--- config.mk ---
export PLATFORM = sky130hd
export DESIGN_NAME = nbl_lock_ecc
export DESIGN_NICKNAME = d
export VERILOG_FILES = /design/src/rtl/nbl_pkg.sv /design/src/rtl/nbl_sync3.sv /design/src/rtl/nbl_ecc_acc.sv /design/src/rtl/nbl_lock_ecc.sv
export SDC_FILE = /design/constraint.sdc
export NUM_CORES = 1
export LEC_CHECK = 0
export BUFFER_PORTS_ARGS = -buffer_cell sky130_fd_sc_hd__buf_2
export CORE_UTILIZATION = 47
export CTS_CLUSTER_SIZE = 25
export DETAILED_ROUTE_END_ITERATION = 7
export GPL_ROUTABILITY_DRIVEN = 0
export HOLD_SLACK_MARGIN = 0.05
export PLACE_DENSITY = 0.75
export SLEW_MARGIN = 0
export SYNTH_ARGS = -nofsm -noshare
export SYNTH_HDL_FRONTEND = slang
export SYNTH_SLANG_ARGS = --single-unit
--- constraint.sdc ---
create_clock -name CORE_CLK -period 3.4 [get_ports CORE_CLK]
set_input_delay 0.34 -clock CORE_CLK [delete_from_list [all_inputs] [get_ports CORE_CLK]]
set_output_delay 0.34 -clock CORE_CLK [all_outputs]
set_load 0.05 [all_outputs]
--- src/rtl/nbl_pkg.sv ---
package nbl_pkg;

	// apb byte addresses
	localparam logic [11:0] ADDR_PROT = 12'h000;
	localparam logic [11:0] ADDR_CFG = 12'h004;
	localparam logic [11:0] ADDR_STATUS = 12'h008;
	localparam logic [11:0] ADDR_CMD = 12'h00c;
	localparam logic [11:0] ADDR_LOCKED = 12'h010;
	localparam logic [11:0] ADDR_PAR_LO = 12'h014;
	localparam logic [11:0] ADDR_PAR_HI = 12'h018;

	// protection register fields
	localparam int PROT_RS_LSB = 0;
	localparam int PROT_INV_BIT = 3;
	localparam int PROT_CMP_BIT = 4;
	localparam int PROT_LWD_BIT = 5;
	localparam logic [2:0] RS_RESET = 3'h7;
	localparam logic [2:0] RS_NONE = 3'h0;
	localparam logic [2:0] RS_ALL = 3'h7;
	localparam logic [2:0] RS_BLOCK0 = 3'h6;

	// configuration register fields
	localparam int CFG_QE_BIT = 0;
	localparam int CFG_ECC_BIT = 4;
	localparam int CFG_FREEZE_BIT = 6;

	// status register fields
	localparam int ST_OIP_BIT = 0;
	localparam int ST_EFAIL_BIT = 2;
	localparam int ST_PFAIL_BIT = 3;
	localparam int ST_CS_LSB = 4;
	localparam int ST_CNT_LSB = 6;
	localparam logic [1:0] CS_CLEAN = 2'h0;
	localparam logic [1:0] CS_FIXED = 2'h1;
	localparam logic [1:0] CS_UNCORR = 2'h2;

	// command register fields and opcodes
	localparam int CMD_OP_LSB = 16;
	localparam logic [1:0] OP_READ = 2'h0;
	localparam logic [1:0] OP_PROGRAM = 2'h1;
	localparam logic [1:0] OP_ERASE = 2'h2;
	localparam logic [1:0] OP_RESET = 2'h3;

	// row decode
	localparam logic [16:0] LOCK_UNIT = 17'h00200;
	localparam logic [16:0] ROW_SPAN = 17'h10000;
	localparam logic [15:0] BLOCK0_LAST_ROW = 16'h003f;

	// page layout
	localparam logic [11:0] SPARE_BASE = 12'h800;
	localparam logic [11:0] PARITY_BASE = 12'h840;
	localparam logic [3:0] META_I_BYTES = 4'h4;
	localparam logic [9:0] MAIN_SEG_BYTES = 10'h200;
	localparam logic [9:0] SEG_LAST_IDX = 10'h20b;
	localparam int SEGS = 4;

	// busy time in sampled link clock rising edges
	localparam logic [7:0] BUSY_LINK_EDGES = 8'h08;

	typedef struct packed {
		logic valid;
		logic first;
		logic [11:0] addr;
		logic [7:0] data;
	} nbl_cache_type;

	typedef logic [13:0] nbl_code_type;
	typedef nbl_code_type [3:0] nbl_codes_type;

	typedef struct packed {
		logic valid;
		logic [11:0] addr;
		logic [2:0] bitpos;
	} nbl_fix_type;
	typedef nbl_fix_type [3:0] nbl_fixes_type;

endpackage

--- src/rtl/nbl_sync3.sv ---
`timescale 1ns/1ps
module nbl_sync3 #(
	parameter logic RESET_VAL = 1'b0
) (
	input wire logic clk,
	input wire logic srst,
	input wire logic async_in,
	output logic level
);
	logic s1_q;
	logic s2_q;
	logic s3_q;
	logic level_q;

	// a change counts only once stages two and three agree
	always_ff @(posedge clk) begin
		if (srst) begin
			s1_q <= RESET_VAL;
			s2_q <= RESET_VAL;
			s3_q <= RESET_VAL;
			level_q <= RESET_VAL;
		end else begin
			s1_q <= async_in;
			s2_q <= s1_q;
			s3_q <= s2_q;
			if (s2_q == s3_q) begin
				level_q <= s3_q;
			end
		end
	end

	assign level = level_q;
endmodule

--- src/rtl/nbl_ecc_acc.sv ---
`timescale 1ns/1ps
module nbl_ecc_acc (
	input wire logic clk,
	input wire logic srst,
	input wire logic first,
	input wire logic en,
	input wire logic [9:0] idx,
	input wire logic [7:0] data,
	output nbl_pkg::nbl_code_type code
);
	// code = {xor of positions of all set bits, overall parity}
	logic [2:0] lo_pos;
	logic par;
	nbl_pkg::nbl_code_type contrib;
	nbl_pkg::nbl_code_type acc_q;
	nbl_pkg::nbl_code_type acc_d;

	always_comb begin
		lo_pos = 3'h0;
		for (int b = 0; b < 8; b++) begin
			if (data[b]) begin
				lo_pos = lo_pos ^ 3'(b);
			end
		end
	end

	assign par = ^data;
	assign contrib = {(par ? idx : 10'h000), lo_pos, par};
	assign acc_d = (first ? 14'h0000 : acc_q) ^ (en ? contrib : 14'h0000);

	always_ff @(posedge clk) begin
		if (srst) begin
			acc_q <= 14'h0000;
		end else begin
			acc_q <= acc_d;
		end
	end

	assign code = acc_q;
endmodule

--- src/rtl/nbl_lock_ecc.sv ---
// Decided for this implementation: the address map and register access over APB.
`timescale 1ns/1ps
// Summary of operation
// - reset: range bits all ones, invert, complement, write-disable cleared
// - write-disable set with write-protect low refuses protection changes
// - program or erase to locked row never starts, busy stays 0
// - erase to locked row sets erase fail flag
// - program to locked row sets program fail flag
// - write-protect pin acts only while quad enable is 0
// - codes 0/7 none/all; others lock upper or lower power-of-two sizes
// - complement inverts range of codes 1 to 5 only (0/7 stay none/all); code 6 with complement locks block 0
// - freeze bit clears only on reset; protection bits frozen until reset
// - ecc enabled after power-up
// - ecc enable bit written one turns ecc on, zero off
// - program with ecc computes code over cached page first
// - read recomputes code, compares, reports corrections for the cache on FIX_OUT
// - correction status 00 clean, 01 fixed with count, 10 uncorrectable
// - first four meta bytes of each spare segment are not covered
// - with ecc on host writes into parity region are dropped
// - page is four 512B main segments and 64B spare in four parts
// - program fail clears at program start, erase fail at erase start, both on reset
module nbl_lock_ecc (
	input wire logic CORE_CLK,
	input wire logic SRST,
	input wire logic PSEL,
	input wire logic PENABLE,
	input wire logic PWRITE,
	input wire logic [11:0] PADDR,
	input wire logic [31:0] PWDATA,
	output logic [31:0] PRDATA,
	output logic PREADY,
	output logic PSLVERR,
	input wire logic WP_N,
	input wire logic LINK_CLK,
	input wire nbl_pkg::nbl_cache_type CACHE_IN,
	output logic CACHE_WR_OK,
	input wire nbl_pkg::nbl_codes_type CODE_IN,
	output nbl_pkg::nbl_codes_type PARITY_OUT,
	output nbl_pkg::nbl_fixes_type FIX_OUT,
	output logic ARRAY_START,
	output logic [1:0] ARRAY_OP,
	output logic [15:0] ARRAY_ROW,
	output logic BUSY
);

	typedef enum logic [1:0] {
		ST_IDLE = 2'b01,
		ST_BUSY = 2'b10
	} nbl_state_type;

	nbl_state_type state_q;
	nbl_state_type state_d;

	logic [2:0] rs_q;
	logic inv_q;
	logic cmp_q;
	logic lwd_q;
	logic qe_q;
	logic ecc_q;
	logic freeze_q;
	logic efail_q;
	logic pfail_q;
	logic [1:0] cs_q;
	logic [1:0] cnt_q;
	logic [1:0] op_q;
	logic [15:0] row_q;
	logic [7:0] edges_q;
	logic link_prev_q;
	logic start_q;
	logic [31:0] prdata_q;
	nbl_pkg::nbl_codes_type parity_q;
	nbl_pkg::nbl_fixes_type fix_q;

	// pin inputs
	logic wp_n_s;
	logic link_s;

	nbl_sync3 #(.RESET_VAL(1'b1)) u_sync_wp (
		.clk(CORE_CLK),
		.srst(SRST),
		.async_in(WP_N),
		.level(wp_n_s)
	);

	nbl_sync3 #(.RESET_VAL(1'b0)) u_sync_link (
		.clk(CORE_CLK),
		.srst(SRST),
		.async_in(LINK_CLK),
		.level(link_s)
	);

	wire link_rise = link_s & ~link_prev_q;

	// apb decode
	wire apb_setup = PSEL & ~PENABLE;
	wire apb_access = PSEL & PENABLE;
	wire sel_prot = PADDR == nbl_pkg::ADDR_PROT;
	wire sel_cfg = PADDR == nbl_pkg::ADDR_CFG;
	wire sel_status = PADDR == nbl_pkg::ADDR_STATUS;
	wire sel_cmd = PADDR == nbl_pkg::ADDR_CMD;
	wire sel_locked = PADDR == nbl_pkg::ADDR_LOCKED;
	wire sel_par_lo = PADDR == nbl_pkg::ADDR_PAR_LO;
	wire sel_par_hi = PADDR == nbl_pkg::ADDR_PAR_HI;
	wire sel_any = sel_prot | sel_cfg | sel_status | sel_cmd | sel_locked | sel_par_lo |
		sel_par_hi;
	wire wr_en = apb_access & PWRITE & sel_any;

	// write-protect pin only counts while quad mode is off
	wire wp_active = ~wp_n_s & ~qe_q;
	wire prot_wr_ok = ~freeze_q & ~(lwd_q & wp_active);
	wire prot_wr = wr_en & sel_prot & prot_wr_ok;
	wire cfg_wr = wr_en & sel_cfg;
	wire cmd_wr = wr_en & sel_cmd & (state_q == ST_IDLE);

	wire [1:0] cmd_op = PWDATA[nbl_pkg::CMD_OP_LSB +: 2];
	wire [15:0] cmd_row = PWDATA[15:0];

	// locked range decode against the requested row
	wire [16:0] lock_size = nbl_pkg::LOCK_UNIT << rs_q;
	wire [16:0] row17 = {1'b0, cmd_row};
	wire in_upper = row17 >= (nbl_pkg::ROW_SPAN - lock_size);
	wire in_lower = row17 < lock_size;
	wire in_blk0 = cmd_row <= nbl_pkg::BLOCK0_LAST_ROW;
	wire plain_hit = inv_q ? in_lower : in_upper;
	wire cmp_hit = (rs_q == nbl_pkg::RS_BLOCK0) ? in_blk0 : ~plain_hit;
	wire row_locked = (rs_q == nbl_pkg::RS_ALL) |
		((rs_q != nbl_pkg::RS_NONE) & (cmp_q ? cmp_hit : plain_hit));

	wire is_prog = cmd_wr & (cmd_op == nbl_pkg::OP_PROGRAM);
	wire is_erase = cmd_wr & (cmd_op == nbl_pkg::OP_ERASE);
	wire is_reset = cmd_wr & (cmd_op == nbl_pkg::OP_RESET);
	wire is_read = cmd_wr & (cmd_op == nbl_pkg::OP_READ);
	wire refused = (is_prog | is_erase) & row_locked;
	wire go = cmd_wr & ~refused;
	wire busy_done = (state_q == ST_BUSY) & link_rise & (edges_q == nbl_pkg::BUSY_LINK_EDGES);
	wire read_done = busy_done & (op_q == nbl_pkg::OP_READ);

	// cache stream: segment and index of each byte
	wire in_main = CACHE_IN.addr < nbl_pkg::SPARE_BASE;
	wire in_parity = CACHE_IN.addr >= nbl_pkg::PARITY_BASE;
	wire [1:0] cur_seg = in_main ? CACHE_IN.addr[10:9] : CACHE_IN.addr[5:4];
	wire [3:0] meta_off = CACHE_IN.addr[3:0];
	wire meta_covered = meta_off >= nbl_pkg::META_I_BYTES;
	wire covered = CACHE_IN.valid & ~in_parity & (in_main | meta_covered);
	wire [9:0] cur_idx = in_main ? {1'b0, CACHE_IN.addr[8:0]} :
		(nbl_pkg::MAIN_SEG_BYTES + {6'h00, meta_off - nbl_pkg::META_I_BYTES});

	// parity bytes from the host are dropped while ecc is on
	assign CACHE_WR_OK = CACHE_IN.valid & ~(ecc_q & in_parity);

	// one code accumulator per segment, with syndrome analysis
	nbl_pkg::nbl_codes_type acc;
	logic [3:0] seg_fix;
	logic [3:0] seg_bad;
	nbl_pkg::nbl_fixes_type fix_d;

	genvar g;
	generate
		for (g = 0; g < nbl_pkg::SEGS; g++) begin : g_seg
			wire [13:0] syn;
			wire [9:0] bad_idx;
			wire idx_ok;
			wire [11:0] main_addr;
			wire [11:0] meta_addr;

			nbl_ecc_acc u_acc (
				.clk(CORE_CLK),
				.srst(SRST),
				.first(CACHE_IN.valid & CACHE_IN.first),
				.en(covered & (cur_seg == 2'(g))),
				.idx(cur_idx),
				.data(CACHE_IN.data),
				.code(acc[g])
			);

			// odd parity with index in range: one flipped bit at the syndrome position; even but nonzero, or index past the end: more
			assign syn = acc[g] ^ CODE_IN[g];
			assign bad_idx = syn[13:4];
			assign idx_ok = bad_idx <= nbl_pkg::SEG_LAST_IDX;
			assign seg_fix[g] = syn[0] & idx_ok;
			assign seg_bad[g] = (~syn[0] & (syn != 14'h0000)) | (syn[0] & ~idx_ok);
			assign main_addr = {2'(g), bad_idx[8:0], 1'b0} >> 1;
			assign meta_addr = nbl_pkg::SPARE_BASE + {6'h00, 2'(g), 4'h0} +
				{8'h00, nbl_pkg::META_I_BYTES} + {2'h0, bad_idx - nbl_pkg::MAIN_SEG_BYTES};
			assign fix_d[g].valid = seg_fix[g];
			assign fix_d[g].addr = (bad_idx < nbl_pkg::MAIN_SEG_BYTES) ? main_addr : meta_addr;
			assign fix_d[g].bitpos = syn[3:1];
		end
	endgenerate

	wire [2:0] fix_count = {2'h0, seg_fix[0]} + {2'h0, seg_fix[1]} + {2'h0, seg_fix[2]} +
		{2'h0, seg_fix[3]};
	wire any_bad = |seg_bad;
	wire [1:0] cs_new = ~ecc_q ? nbl_pkg::CS_CLEAN : any_bad ? nbl_pkg::CS_UNCORR :
		(fix_count != 3'h0) ? nbl_pkg::CS_FIXED : nbl_pkg::CS_CLEAN;
	wire [1:0] cnt_new = (cs_new == nbl_pkg::CS_FIXED) ? 2'(fix_count - 3'h1) : 2'h0;

	// state machine
	always_comb begin
		state_d = state_q;
		unique case (state_q)
			ST_IDLE: begin
				if (go) begin
					state_d = ST_BUSY;
				end
			end
			ST_BUSY: begin
				if (busy_done) begin
					state_d = ST_IDLE;
				end
			end
			default: begin
				state_d = ST_IDLE;
			end
		endcase
	end

	// read mux, sampled in the setup phase so the access phase needs no wait
	wire [31:0] rd_prot = {26'h0, lwd_q, cmp_q, inv_q, rs_q};
	wire [31:0] rd_cfg = {25'h0, freeze_q, 1'b0, ecc_q, 3'h0, qe_q};
	wire [31:0] rd_status = {24'h0, cnt_q, cs_q, pfail_q, efail_q, 1'b0,
		state_q == ST_BUSY};
	wire [31:0] rd_cmd = {14'h0, op_q, row_q};
	wire [31:0] rd_par_lo = {4'h0, parity_q[1], parity_q[0]};
	wire [31:0] rd_par_hi = {4'h0, parity_q[3], parity_q[2]};
	wire [31:0] rd_mux = sel_prot ? rd_prot : sel_cfg ? rd_cfg : sel_status ? rd_status :
		sel_cmd ? rd_cmd : sel_locked ? {31'h0, row_locked} : sel_par_lo ? rd_par_lo :
		sel_par_hi ? rd_par_hi : 32'h0;

	always_ff @(posedge CORE_CLK) begin
		if (SRST) begin
			state_q <= ST_IDLE;
			prdata_q <= 32'h0;
			link_prev_q <= 1'b0;
		end else begin
			state_q <= state_d;
			link_prev_q <= link_s;
			if (apb_setup) begin
				prdata_q <= rd_mux;
			end
		end
	end

	// protection and configuration bits
	always_ff @(posedge CORE_CLK) begin
		if (SRST) begin
			rs_q <= nbl_pkg::RS_RESET;
			inv_q <= 1'b0;
			cmp_q <= 1'b0;
			lwd_q <= 1'b0;
			qe_q <= 1'b0;
			ecc_q <= 1'b1;
			freeze_q <= 1'b0;
		end else begin
			if (prot_wr) begin
				rs_q <= PWDATA[nbl_pkg::PROT_RS_LSB +: 3];
				inv_q <= PWDATA[nbl_pkg::PROT_INV_BIT];
				cmp_q <= PWDATA[nbl_pkg::PROT_CMP_BIT];
				lwd_q <= PWDATA[nbl_pkg::PROT_LWD_BIT];
			end
			if (cfg_wr) begin
				qe_q <= PWDATA[nbl_pkg::CFG_QE_BIT];
				ecc_q <= PWDATA[nbl_pkg::CFG_ECC_BIT];
				freeze_q <= freeze_q | PWDATA[nbl_pkg::CFG_FREEZE_BIT];
			end
		end
	end

	// fail flags: a refusal sets the flag in the same write that clears it
	always_ff @(posedge CORE_CLK) begin
		if (SRST) begin
			pfail_q <= 1'b0;
			efail_q <= 1'b0;
		end else begin
			if (is_prog) begin
				pfail_q <= row_locked;
			end else if (is_reset) begin
				pfail_q <= 1'b0;
			end
			if (is_erase) begin
				efail_q <= row_locked;
			end else if (is_reset) begin
				efail_q <= 1'b0;
			end
		end
	end

	// operation tracking; busy length counted in link clock edges
	always_ff @(posedge CORE_CLK) begin
		if (SRST) begin
			op_q <= nbl_pkg::OP_READ;
			row_q <= 16'h0;
			edges_q <= 8'h0;
			start_q <= 1'b0;
		end else begin
			start_q <= go & ~is_reset;
			if (go) begin
				op_q <= cmd_op;
				row_q <= cmd_row;
				edges_q <= 8'h1;
			end else if ((state_q == ST_BUSY) & link_rise) begin
				edges_q <= edges_q + 8'h1;
			end
		end
	end

	// ecc results: parity latched at program start, status at read end
	always_ff @(posedge CORE_CLK) begin
		if (SRST) begin
			parity_q <= '0;
			fix_q <= '0;
			cs_q <= nbl_pkg::CS_CLEAN;
			cnt_q <= 2'h0;
		end else begin
			if (is_prog & go & ecc_q) begin
				parity_q <= acc;
			end
			if (read_done) begin
				cs_q <= cs_new;
				cnt_q <= cnt_new;
				fix_q <= (ecc_q & ~any_bad) ? fix_d : '0;
			end else if (go) begin
				fix_q <= '0;
			end
		end
	end

	assign PRDATA = prdata_q;
	assign PREADY = 1'b1;
	assign PSLVERR = apb_access & ~sel_any;
	assign PARITY_OUT = parity_q;
	assign FIX_OUT = fix_q;
	assign ARRAY_START = start_q;
	assign ARRAY_OP = op_q;
	assign ARRAY_ROW = row_q;
	assign BUSY = state_q == ST_BUSY;

endmodule

== Yosys cells after proc, flatten, opt, wreduce, memory -nomap -nowiden ==
Index checks and enable logic that the tools add are counted.

* Bits in read-only memories: 0
* Latch bits: 0
* Bits in registers: 261
* Memories kept: 0
* Output and inout port bits: 175
* Bits of input ports: 129
* RAM bits: 0
* Word-level logic and storage cells: 261

* Add/sub/neg operators: 16
* Multiplexer cells: 47
* Equal/unequal tests: 22
* Reductions and logical operators: 17
* Divide/modulo/power cells: 0
* Bitwise logic cells: 97
* Multiply operators: 0
* Shift operators: 1
* Order comparisons: 14

{| class="wikitable"
|+ Operator list
! cell !! number
|-
| 28-bit two-way mux || 7
|-
| 64-bit two-way mux || 3
|-
| 14-bit two-way mux || 8
|-
| 14-bit XOR || 8
|-
| 14-bit nonzero test || 4
|-
| 12-bit by 10-bit adder with 12-bit output, first input constant || 4
|-
| 1-bit bitwise AND || 48
|-
| 12-bit two-way mux || 4
|-
| 10-bit less-or-equal comparator, second input constant || 4
|-
| 10-bit less-than comparator, second input constant || 4
|-
| 10-bit subtractor, second input constant || 4
|-
| 12-bit by 5-bit == test with 1-bit output, second input constant || 3
|-
| 12-bit by 4-bit == test with 1-bit output, second input constant || 2
|-
| 1-bit NOT || 21
|-
| 10-bit two-way mux || 2
|-
| 16-bit by 17-bit greater-or-equal comparator with 1-bit output || 1
|-
| 16-bit by 17-bit less-than comparator with 1-bit output || 1
|-
| 10-bit by 3-bit << shifter with 17-bit output, first input constant || 1
|-
| 17-bit subtractor, first input constant || 1
|-
| 16-bit by 6-bit less-or-equal comparator with 1-bit output, second input constant || 1
|-
| 2-bit two-way mux || 8
|-
| 1-bit bitwise OR || 14
|-
| 12-bit by 3-bit == test with 1-bit output, second input constant || 1
|-
| 12-bit greater-or-equal comparator, second input constant || 1
|-
| other kinds (30) || 59
|}

== Longest topological paths before layout ==
Gate-level depths: netlist of the first run.

* Depth after elaboration: 17
* Mapped depth: 15
* Mapped depth without buffers: 15

== Modules after synthesis ==
From an unflattened synthesis of the first run, not the netlist that was laid out.

* Cells, all modules: 1,451
* Area, all modules: 12,622.1 sq um

{| class="wikitable"
|+ By module, submodules not included
! module !! seq. area each (sq um) !! times used !! area an instance (sq um) !! cells an instance
|-
| nbl_lock_ecc || 3,863.7 || 1 || 9,421.5 || 1,075
|-
| nbl_ecc_acc || 280.3 || 4 || 743.2 || 89
|-
| nbl_sync3 at u_sync_wp || 80.1 || 1 || 115.1 || 10
|-
| nbl_sync3 at u_sync_link || 80.1 || 1 || 112.6 || 10
|}

== Least setup slack after synthesis of the first run ==
No wires, ideal clock.

* Kind: register -> register
* Start: reg rs_q[0]
* End: reg fix_q (netlist bit FIX_OUT[1])
* Path slack: 144 ps
* Required time: 3,330 ps
* Arrival time: 3,186 ps
* Buffers on the path: 2
* Cell stages (with the launch flop): 13
* Setup time: 70 ps
* Period minus slack after synthesis: 3,256 ps
* Cell sequence: dfxtp_1 clkbuf_1 inv_1 or3_1 ha_1 nand4_1 nand3_1 or2_2 a31oi_1 a41oi_2 nor3_1 clkbuf_1 o2bb2ai_1

* Word-level cells in the longest chain between the ends: 13
* Elaborated cells on any way between the ends: 17
* Classes of those cells: add/sub (1); order compare (2); eq/ne (2); shift (1); mux (3); bitwise (6); reduce/logical (2)

{| class="wikitable"
|+ Ends and longest elaborated chain
! what !! line !! text
|-
| start: declaration || nbl_lock_ecc.sv:54 || <nowiki>logic [2:0] rs_q;</nowiki>
|-
| start signal: assignment || nbl_lock_ecc.sv:247 || <nowiki>rs_q <= nbl_pkg::RS_RESET;</nowiki>
|-
| start signal: assignment || nbl_lock_ecc.sv:256 || <nowiki>rs_q <= PWDATA[nbl_pkg::PROT_RS_LSB +: 3];</nowiki>
|-
| 10-bit by 3-bit << shifter with 17-bit output || nbl_lock_ecc.sv:119 || <nowiki>wire [16:0] lock_size = nbl_pkg::LOCK_UNIT << rs_q;</nowiki>
|-
| 17-bit subtractor || nbl_lock_ecc.sv:121 || <nowiki>wire in_upper = row17 >= (nbl_pkg::ROW_SPAN - lock_size);</nowiki>
|-
| 16-bit by 17-bit greater-or-equal comparator with 1-bit output || nbl_lock_ecc.sv:121 ||
|-
| 1-bit two-way mux || nbl_lock_ecc.sv:124 || <nowiki>wire plain_hit = inv_q ? in_lower : in_upper;</nowiki>
|-
| 1-bit NOT || nbl_lock_ecc.sv:125 || <nowiki>wire cmp_hit = (rs_q == nbl_pkg::RS_BLOCK0) ? in_blk0 : ~plain_hit;</nowiki>
|-
| 1-bit two-way mux || nbl_lock_ecc.sv:125 ||
|-
| 1-bit two-way mux || nbl_lock_ecc.sv:127 || <nowiki>((rs_q != nbl_pkg::RS_NONE) & (cmp_q ? cmp_hit : plain_hit));</nowiki>
|-
| 1-bit bitwise AND || nbl_lock_ecc.sv:127 ||
|-
| 1-bit bitwise OR (*) || nbl_lock_ecc.sv:126 || <nowiki>wire row_locked = (rs_q == nbl_pkg::RS_ALL) |</nowiki>
|-
| 1-bit bitwise AND (*) || nbl_lock_ecc.sv:133 || <nowiki>wire refused = (is_prog | is_erase) & row_locked;</nowiki>
|-
| 1-bit NOT (*) || nbl_lock_ecc.sv:134 || <nowiki>wire go = cmd_wr & ~refused;</nowiki>
|-
| 1-bit bitwise AND (*) || nbl_lock_ecc.sv:134 ||
|-
| 2-bit nonzero test (no source line) (*) || -- ||
|-
| end signal: assignment || nbl_lock_ecc.sv:321 || <nowiki>fix_q <= (ecc_q & ~any_bad) ? fix_d : '0;</nowiki>
|-
| end: declaration || nbl_lock_ecc.sv:72 || <nowiki>nbl_pkg::nbl_fixes_type fix_q;</nowiki>
|}

Mark *: on every way between the ends. The rest lies on a longest branch, timed or not.
A chain may end at the register's enable or synchronous reset.

== Final worst setup path of the first run ==
* Start: reg rs_q[2]
* End: reg parity_q (netlist bit PARITY_OUT[0])

* Word-level cells in the longest chain between the ends: 14
* Elaborated cells on any way between the ends: 18
* Classes of those cells: add/sub (1); order compare (2); eq/ne (2); shift (1); mux (3); bitwise (8); reduce/logical (1)

{| class="wikitable"
|+ Ends and longest elaborated chain
! what !! line !! text
|-
| 10-bit by 3-bit << shifter with 17-bit output || nbl_lock_ecc.sv:119 ||
|-
| 17-bit subtractor || nbl_lock_ecc.sv:121 ||
|-
| 16-bit by 17-bit greater-or-equal comparator with 1-bit output || nbl_lock_ecc.sv:121 ||
|-
| 1-bit two-way mux || nbl_lock_ecc.sv:124 ||
|-
| 1-bit NOT || nbl_lock_ecc.sv:125 ||
|-
| 1-bit two-way mux || nbl_lock_ecc.sv:125 ||
|-
| 1-bit two-way mux || nbl_lock_ecc.sv:127 ||
|-
| 1-bit bitwise AND || nbl_lock_ecc.sv:127 ||
|-
| 1-bit bitwise OR (*) || nbl_lock_ecc.sv:126 ||
|-
| 1-bit bitwise AND (*) || nbl_lock_ecc.sv:133 ||
|-
| 1-bit NOT (*) || nbl_lock_ecc.sv:134 ||
|-
| 1-bit bitwise AND (*) || nbl_lock_ecc.sv:134 ||
|-
| 1-bit bitwise AND (*) (2 in series) || nbl_lock_ecc.sv:315 || <nowiki>if (is_prog & go & ecc_q) begin</nowiki>
|-
| end signal: assignment || nbl_lock_ecc.sv:310 || <nowiki>parity_q <= '0;</nowiki>
|-
| end signal: assignment || nbl_lock_ecc.sv:316 || <nowiki>parity_q <= acc;</nowiki>
|-
| end: declaration || nbl_lock_ecc.sv:71 || <nowiki>nbl_pkg::nbl_codes_type parity_q;</nowiki>
|}

Marks and branches as above.

==> flow_metrics.env, run 1 <==
export IMPL_outcome="completed"
export IMPL_syn_area_per_cell_um2=9.058
export IMPL_diodes=0
export IMPL_yosysWarnings=0
export IMPL_placementRows=58
export IMPL_tightest_slew_ns=1.071
export IMPL_yosysSeqAreaShare_pct=41.80
export IMPL_dp_hpwl_mm=28.29
export IMPL_htreeDepth=1
export IMPL_slowest_stage="dfxtp_1"
export IMPL_synth_cell_type_count=76
export IMPL_dieHeight_um=163.8
export IMPL_finalSetupViolCount=0
export IMPL_p_leak_nw=6.877
export IMPL_synthTopCellsByCount="dfxtp_1, nor2_1, nand2_1"
export IMPL_start_util_pct=48.46
export IMPL_die_area_um2=26840
export IMPL_crit_path_end_kind="flip-flop"
export IMPL_avgRoutedWirePerCell_um=18.66
export IMPL_hold_viol_final=0
export IMPL_slew_headroom_pct=28.40
export IMPL_max_stage_delay_ns=0.44
export IMPL_fin_skew_ns=0.01935
export IMPL_syn_to_final_growth_pct=24.29
export IMPL_arrival_ns=3.70
export IMPL_antenna_found_initial=1
export IMPL_async_reset_ff_share_pct=0
export IMPL_slew_viol_final=0
export IMPL_pin_count=304
export IMPL_yosysMostFrequentCell="dfxtp_1"
export IMPL_drtIter0Drc=874
export IMPL_layout_worst_path_cycle_share_pct=96.65
export IMPL_whs_ns=0.06295
export IMPL_cp_required_ns=3.81
export IMPL_layout_nets=1805
export IMPL_dpl_cell_count=1941
export IMPL_min_delay_path_class="input pin to flip-flop"
export IMPL_path_cells="nand2_1 > nor2_1 > inv_1 > ha_1 > a21oi_1 > nand3_1 > or2_2 > a311o_1 > o2111ai_4 > buf_12 > buf_4 > mux2i_1 > nor2_1"
export IMPL_grt_max_degree=135
export IMPL_cp_max_fo=18
export IMPL_synth_area_leader_cell="dfxtp_1"
export IMPL_dpl_worst_slack_ns=-0.04679
export IMPL_synth_area_leaders="dfxtp_1, xnor2_1, mux2i_1, nor2_1, nand2_1"
export IMPL_crit_type="flip-flop to flip-flop"
export IMPL_worst_setup_path_start_kind="flip-flop"
export IMPL_final_cell_count_no_fill=1993
export IMPL_ant_nets=0
export IMPL_period_minus_slack_ns=3.286
export IMPL_cts_tree="built"
export IMPL_port_buffers=284
export IMPL_crit_top_cell="nor2_1"
export IMPL_path_buf_inv=3
export IMPL_die_width_um=163.8
export IMPL_post_cts_buffers=0
export IMPL_ir_worst_vdd_mv=0.3397
export IMPL_max_freq_mhz=304.3
export IMPL_cap_viol_max_count=0
export IMPL_setup_slack_ns=0.1140
export IMPL_clk_pin_slew_ns=0.06
export IMPL_cts_buffer_depth=3
export IMPL_cts_root_buf="clkbuf_16"
export IMPL_synthesis_instances=1359
export IMPL_drtPass1Iterations=7
export IMPL_synth_top_flop_cell="dfxtp_1"
export IMPL_critPathTopFamily="simple AND/OR/NAND/NOR gates"
export IMPL_clock_latency_ns=0.55
export IMPL_grt_overflow=0
export IMPL_cts_sinks=257
export IMPL_synth_edf_count=0
export IMPL_grt_first_pass_wirelength_mm=55.52
export IMPL_grt_pass1_vias=10140
export IMPL_viasPerCell=5.520
export IMPL_drive_gt1_share_pct=24.89
export IMPL_synth_area_um2=12310
export IMPL_design_area_um2=15300
export IMPL_via_count=11000
export IMPL_ys_ff_latch=257
export IMPL_power_mw=6.960
export IMPL_routed_wl_mm=37.19
export IMPL_drc_errors=0
export IMPL_cts_buffers=28
export IMPL_powerDensity_nw_per_um2=454.9
export IMPL_synth_top_area_share_pct=41.80
export IMPL_grt_usage_pct=26.71
export IMPL_core_um2=25400
export IMPL_place_area_um2=14240
## final timing paths
kind	start	to	slack [ns]	cells past startpoint
hold reg to reg	u_sync_wp.s1_q	u_sync_wp.s2_q	0.43	1
hold / removal	PWDATA[8]	ARRAY_ROW[8]	0.06	3
setup reg to reg	rs_q[2]	PARITY_OUT[0]	0.11	13
setup / recovery	rs_q[2]	PARITY_OUT[0]	0.11	13
## layout make-up
type / instances / area (um2)
Clock buffer: 37 / 805.8
Clock inverter: 12 / 187.7
Fill cell: 2193 / 10100
Inverter: 39 / 146.4
Multi-Input combinational cell: 991 / 6754
Sequential cell: 257 / 5147
Tap cell: 330 / 412.9
Timing Repair Buffer: 327 / 1846
## routing by layer
layer  up-vias  routed length (um)  global-route usage, %
li1       5256                   -                      -
met1      5211               15600                  33.98
met2       461               17240                  44.51
met3        73                2950                  4.924
met4         0                1404                  10.69
met5         -                   0                      0
## flip-flops by register name, summed over array words and instances (netlist names), 2 cells and up
register,flops
cnt_q,2
ARRAY_ROW,16
FIX_OUT,64
ARRAY_OP,2
edges_q,8
g_seg.u_acc.code,56
PARITY_OUT,56
cs_q,2
PRDATA,28
rs_q,3
state_q,2
## cell usage in the layout (no fill, tap or decap), types with 7 or more instances in the layout
cell type and n:
nor4_1 7, nand2_1 134, inv_1 39, clkbuf_16 29, mux2i_1 82, xnor2_1 104, buf_12 7, dfxtp_1 255
a22oi_1 20, nand2b_1 22, a21oi_1 21, nor2_1 208, a2bb2o_1 7, o2bb2ai_2 20, buf_2 283, nor3_1 27
a211oi_1 7, buf_4 33, nand3b_1 18, nand3_1 16, and3_1 8, xor2_1 56, nor2b_1 10, nand4_1 17
o2bb2ai_1 33, ha_1 31, o21ai_0 35, a22o_1 10
## worst register-to-register path: cells and delay by family (launching register included)
| kind | cells | cell delay [ns] |
|---|---|---|
| AND/OR/NAND/NOR | 5 | 0.90 |
| AO/OA/AOI/OAI | 3 | 0.78 |
| buffers and inverters | 3 | 0.49 |
| flip-flops | 1 | 0.44 |
| adder cells (fa/ha/maj) | 1 | 0.33 |
| multiplexers | 1 | 0.22 |
## report_power, final
group	internal, mW	switching (mW)	leakage (nW)
logic	0.238	0.411	4.31
clock network	2.03	1.23	0.491
registers	3.03	0.0217	2.07
total	5.30	1.66	6.88
## what timing repair did
action,in CTS,in global routing
hold buffers,3,0
resized for setup,0,9
hold endpoints to repair,3,0
setup endpoints to repair,0,55
## cells by family (layout without fill, tap and decap cells)
family                   after synthesis  count (layout)  share of synthesized area [%]
adder cells (fa/ha/maj)               33              33                          3.395
multiplexers                          84              84                          6.851
buffers and inverters                114             415                          3.944
flip-flops                           257             257                          41.80
other                                  2               5                        0.06101
AO/OA/AOI/OAI                        206             206                          13.73
AND/OR/NAND/NOR                      500             500                          18.56
XOR/XNOR                             163             163                          11.66
## stage by stage
stage               util, %  setup TNS (ns)
floorplan                 -               0
global placement      56.06        -0.03100
detailed placement    56.06        -0.07928
CTS                   60.09               0
global route          60.24        -0.01028
finish                60.24               0
Power figures use the tool's default switching activity.
==> run 2, diff against run 1 <==
--- a/config.mk
+++ b/config.mk
@@ -6,12 +6,12 @@
 export NUM_CORES = 1
 export LEC_CHECK = 0
 export BUFFER_PORTS_ARGS = -buffer_cell sky130_fd_sc_hd__buf_2
-export CORE_UTILIZATION = 47
+export CORE_UTILIZATION = 49
 export CTS_CLUSTER_SIZE = 25
 export DETAILED_ROUTE_END_ITERATION = 7
 export GPL_ROUTABILITY_DRIVEN = 0
 export HOLD_SLACK_MARGIN = 0.05
-export PLACE_DENSITY = 0.75
+export PLACE_DENSITY = 0.77
 export SLEW_MARGIN = 0
 export SYNTH_ARGS = -nofsm -noshare
 export SYNTH_HDL_FRONTEND = slang
==> run 2 against run 1 <==
Clock skew down 0.0039 ns; global-route usage up 1.3 points; core utilization up 1.9 points; hold slack better by 0.0070 ns; die area down 4.0%; critical path depth down 1; clock power down 9.2%; final area down 0.72%; final cell count down 0.35%; worst setup slack better by 0.033 ns; combinational power about the same; via count up 0.25%; largest power group is now registers.
==> flow_metrics.env, run 2 (synthesized netlist as in run 1, its figures left out) <==
export IMPL_switchingPower_mw=1.669
export IMPL_final_common_cell="buf_2"
export IMPL_cp_required_ns=3.86
export IMPL_grt_overflow=0
export IMPL_post_cts_buffers=0
export IMPL_grt_pass1_vias=10320
export IMPL_hold_viol_final=0
export IMPL_crit_type="flip-flop to flip-flop"
export IMPL_grt_first_pass_wirelength_mm=57.17
export IMPL_drtPass1Iterations=5
export IMPL_finalSetupViolCount=0
export IMPL_via_count=11030
export IMPL_antenna_found_initial=0
export IMPL_arrival_ns=3.71
export IMPL_ir_worst_vdd_mv=0.3767
export IMPL_layout_nets=1803
export IMPL_clock_latency_ns=0.54
export IMPL_final_cell_count_no_fill=1986
export IMPL_period_minus_slack_ns=3.253
export IMPL_drc_errors=0
export IMPL_pwr_share_seq_pct=45.8
export IMPL_diodes=0
export IMPL_cts_buffer_depth=3
export IMPL_cap_viol_max_count=0
export IMPL_avgRoutedWirePerCell_um=18.83
export IMPL_dp_hpwl_mm=27.99
export IMPL_cts_sinks=257
export IMPL_p_leak_nw=6.817
export IMPL_whs_ns=0.06996
export IMPL_drtIter0Drc=920
export IMPL_dieHeight_um=160.5
export IMPL_layout_worst_path_cycle_share_pct=95.68
export IMPL_drive_gt1_share_pct=24.61
export IMPL_largest_reg_flops=64
export IMPL_ant_nets=0
export IMPL_core_um2=24460
export IMPL_grt_max_degree=136
export IMPL_layout_common_cells="buf_2, dfxtp_1, nor2_1, nand2_1, xnor2_1"
export IMPL_switching_share_pct=25.06
export IMPL_cp_max_fo=3
export IMPL_powerDensity_nw_per_um2=438.5
export IMPL_combPwrFrac_pct=9.7
export IMPL_p_int_mw=4.991
export IMPL_dpl_cell_count=1932
export IMPL_cts_root_buf="clkbuf_16"
export IMPL_grt_usage_pct=28.04
export IMPL_tightest_slew_ns=1.072
export IMPL_viasPerCell=5.553
export IMPL_die_width_um=160.5
export IMPL_pin_count=304
export IMPL_max_freq_mhz=307.4
export IMPL_fillers=2060
export IMPL_slew_viol_final=0
export IMPL_start_util_pct=50.32
export IMPL_clk_pin_slew_ns=0.06
export IMPL_htreeDepth=1
export IMPL_slew_headroom_pct=28.32
export IMPL_power_mw=6.660
export IMPL_routed_wl_mm=37.40
export IMPL_die_area_um2=25760
export IMPL_syn_to_final_growth_pct=23.40
export IMPL_crit_path_end_kind="flip-flop"
export IMPL_outcome="completed"
export IMPL_min_delay_path_class="input pin to flip-flop"
export IMPL_fin_skew_ns=0.01547
export IMPL_clockPowerShare_pct=44.5
export IMPL_port_buffers=284
export IMPL_cts_buffers=27
export IMPL_placementRows=57
export IMPL_cts_tree="built"
export IMPL_worst_setup_path_start_kind="flip-flop"
-- run 2: cell count changes in the layout (fill, tap and decap cells not counted), moves of 2 or more --
cell / delta
clkbuf_16: -2
clkbuf_1: +3
bufinv_16: -3
buf_4: -3
dlygate4sd3_1: +2
-- run 2: layer usage --
layer | vias to the layer above | global-route usage, % | part of all wire (%)
met5 | - | 0 | 0
met4 | 0 | 10.91 | 4.1
met3 | 103 | 4.055 | 7.3
met2 | 474 | 47.30 | 47
met1 | 5195 | 36.07 | 42
li1 | 5256 | - | -
-- run 2: path summary, 6_finish.rpt --
| check | startpoint | endpoint | slack (ns) | depth (start not counted) |
|---|---|---|---|---|
| worst max register to register | g_seg[1].u_acc.code[12] | cnt_q[0] | 0.15 | 12 |
| worst min-delay path | PWDATA[4] | cmp_q | 0.07 | 3 |
| worst min register to register | u_sync_wp.s1_q | u_sync_wp.s2_q | 0.42 | 1 |
| worst max-delay path | g_seg[1].u_acc.code[12] | cnt_q[0] | 0.15 | 12 |
-- run 2: cell type report --
type | count | area, um2 | share of cell area (%)
inverters | 39 | 146.4 | 0.9638
repair buffers | 326 | 1852 | 12.19
clock inverters | 11 | 117.6 | 0.7743
clock buffers | 38 | 767.0 | 5.049
flip-flops and latches | 257 | 5146 | 33.88
multi-input cells | 991 | 6755 | 44.47
well taps | 324 | 405.4 | 2.669
-- run 2: critical path, cell delays in order, from the launching register on --
cell and delay [ns]:
dfxtp_1 0.35, xor2_1 0.20, or4b_1 0.54, o31ai_2 0.37
nand2_2 0.17, fa_1 0.52, inv_1 0.04, ha_1 0.19
ha_1 0.26, inv_1 0.03, ha_1 0.15, nor2b_1 0.15
o31ai_1 0.21
-- run 2: repair_timing --
item                                    CTS  global route
resized for setup                         0             9
hold buffers                              5             0
endpoints found under the setup margin    0            46
endpoints found under the hold margin     5             0
-- run 2: power by group through the flow --
stage                     Clock, mW  Sequential (mW)  Combinational (mW)
after floorplan                   0             3.12               0.386
after global placement            0             3.12               0.614
after detailed placement          0             3.12               0.623
after CTS                      2.99             3.05               0.633
after global routing           3.14             3.05               0.698
final                          2.96             3.05               0.647
-- run 2: stage by stage --
step	cell area (um2)	setup WS, ns	util [%]	setup TNS, ns
after global placement	14220	0.03289	58.12	0
after detailed placement	14220	-0.04581	58.12	-0.1099
after floorplan	12320	0.1443	-	0
final	15190	0.1469	62.09	0
after global routing	15190	-0.04525	62.09	-0.1303
after CTS	15150	0.06006	61.94	0
==> run 3, diff against run 2 <==
--- a/config.mk
+++ b/config.mk
@@ -11,7 +11,7 @@
 export DETAILED_ROUTE_END_ITERATION = 7
 export GPL_ROUTABILITY_DRIVEN = 0
 export HOLD_SLACK_MARGIN = 0.05
-export PLACE_DENSITY = 0.77
+export PLACE_DENSITY = 0.75
 export SLEW_MARGIN = 0
 export SYNTH_ARGS = -nofsm -noshare
 export SYNTH_HDL_FRONTEND = slang
==> run 3 against run 2 <==
Critical path depth is 1 higher; clock skew is 0.0089 ns higher; largest cell class unchanged; highest routed layer unchanged; register-to-register slack better by 0.02 ns; fmax is 0.72% higher; combinational power hardly changed; wire length hardly changed; clock-buffer cell count is 2 higher; critical path type unchanged; critical endpoint is now PARITY_OUT[18].
==> flow_metrics.env, run 3 (synthesized netlist as in run 1, its figures left out) <==
export IMPL_worstReg2RegEnd="PARITY_OUT[18]"
export IMPL_cts_buffer_depth=3
export IMPL_power_mw=6.875
export IMPL_largest_reg_flops=64
export IMPL_start_util_pct=50.32
export IMPL_layout_worst_path_cycle_share_pct=95.00
export IMPL_viasPerCell=5.507
export IMPL_layout_nets=1809
export IMPL_reg2reg_depth=13
export IMPL_clock_latency_ns=0.55
export IMPL_placementRows=57
export IMPL_grt_pass1_vias=10340
export IMPL_cp_max_fo=16
export IMPL_final_common_cell="buf_2"
export IMPL_routed_wl_mm=37.44
export IMPL_via_count=10970
export IMPL_diodes=0
export IMPL_slew_viol_final=0
export IMPL_drc_errors=0
export IMPL_syn_to_final_growth_pct=24.25
export IMPL_cp_required_ns=3.78
export IMPL_place_area_um2=14170
export IMPL_antenna_found_initial=0
export IMPL_crit_type="flip-flop to flip-flop"
export IMPL_drive_gt1_share_pct=25.36
export IMPL_multi_input_area_um2=6784
export IMPL_ff_latch_area_um2=5147
export IMPL_cap_viol_max_count=0
export IMPL_cts_root_buf="clkbuf_16"
export IMPL_dpl_worst_slack_ns=-0.06014
export IMPL_worst_setup_path_start_kind="flip-flop"
export IMPL_min_delay_path_class="input pin to flip-flop"
export IMPL_port_buffers=284
export IMPL_startpoint="rs_q[1]"
export IMPL_dp_hpwl_mm=28.04
export IMPL_ant_nets=0
export IMPL_die_area_um2=25760
export IMPL_hold_end="ARRAY_ROW[0]"
export IMPL_crit_path_end_kind="flip-flop"
export IMPL_finalSetupViolCount=0
export IMPL_r2r_start="rs_q[1]"
export IMPL_cts_sinks=257
export IMPL_design_area_um2=15290
export IMPL_drtIter0Drc=825
export IMPL_hold_viol_final=0
export IMPL_clk_pin_slew_ns=0.06
export IMPL_grt_overflow=0
export IMPL_worstHoldStart="PWDATA[0]"
export IMPL_fin_skew_ns=0.02440
export IMPL_grt_first_pass_wirelength_mm=56.93
export IMPL_p_int_mw=5.194
export IMPL_dieHeight_um=160.5
export IMPL_die_width_um=160.5
export IMPL_tightest_slew_ns=1.082
export IMPL_cts_tree="built"
export IMPL_switchingPower_mw=1.681
export IMPL_drtPass1Iterations=5
export IMPL_grt_usage_pct=27.92
export IMPL_htreeDepth=1
export IMPL_fillers=2104
export IMPL_max_freq_mhz=309.6
export IMPL_avgRoutedWirePerCell_um=18.79
export IMPL_p_leak_nw=6.879
export IMPL_regToRegSetupSlack_ns=0.17
export IMPL_arrival_ns=3.61
export IMPL_pin_count=304
export IMPL_slew_headroom_pct=27.61
export IMPL_holdPathStages=3
export IMPL_core_um2=24460
export IMPL_period_minus_slack_ns=3.230
export IMPL_outcome="completed"
export IMPL_grt_max_degree=92
export IMPL_clockPowerShare_pct=46.2
export IMPL_switching_share_pct=24.46
export IMPL_combPwrFrac_pct=9.4
export IMPL_ir_worst_vdd_mv=0.4314
export IMPL_setup_slack_ns=0.1700
export IMPL_pwr_share_seq_pct=44.4
export IMPL_layout_common_cells="buf_2, dfxtp_1, nor2_1, nand2_1, xnor2_1"
export IMPL_powerDensity_nw_per_um2=449.5
export IMPL_cts_buffers=28
==> run 3: per-stage QoR <==
stage / setup TNS [ns] / util [%] / cells / hold slack [ns]
after global placement: 0 / 57.94 / 1931 / 0.4005
after CTS: 0 / 61.97 / 1983 / 0.05268
final: 0 / 62.52 / 1992 / 0.07045
after detailed placement: -0.1498 / 57.94 / 1931 / 0.4040
after global routing: -1.597 / 62.52 / 1992 / 0.07229
after floorplan: 0 / - / 1362 / 0.3895
==> run 3: worst max-delay path, stage by stage, from the launching register on <==
cell	delay (ns)
dfxtp_2	0.43
nand2_1	0.12
nor2_1	0.25
inv_1	0.08
ha_1	0.33
a21oi_1	0.17
nand3_1	0.14
or2_2	0.31
a311o_1	0.36
o2111ai_4	0.23
buf_12	0.18
buf_12	0.17
mux2i_1	0.24
nor2_1	0.05
==> run 3: final cells by class <==
class	instances	area share, %
Sequential cell	257	33.66
Multi-Input combinational cell	991	44.36
Inverter	39	0.9571
Clock buffer	40	5.473
Timing Repair Buffer	331	12.06
Clock inverter	10	0.8508
Tap cell	324	2.651
==> run 3: power groups by stage <==
stage	registers (mW)	clock network (mW)	logic [mW]
final	3.05	3.17	0.647
after floorplan	3.12	0	0.386
after global placement	3.12	0	0.612
after detailed placement	3.12	0	0.625
after global routing	3.05	3.33	0.700
after CTS	3.05	3.21	0.632
==> run 3: worst max-delay path by stage <==
stage               depth (start not counted)        endpoint
floorplan                                  12      FIX_OUT[1]
global placement                           13        cnt_q[0]
detailed placement                         13        cnt_q[0]
CTS                                        12        cnt_q[0]
global route                               14  PARITY_OUT[11]
finish                                     13  PARITY_OUT[18]
==> run 3: what timing repair did <==
| item | in CTS | in global routing |
|---|---|---|
| hold buffers | 2 | 0 |
| endpoints found under the setup margin | 0 | 106 |
| endpoints found under the hold margin | 2 | 0 |
| gates resized for setup | 0 | 12 |
| buffers inserted | 0 | 9 |
==> run 3: layer usage <==
layer,track usage (%),part of all wire [%]
met3,4.545,7.2
met1,35.98,42
met2,46.40,47
met4,11.39,3.8
met5,0,0
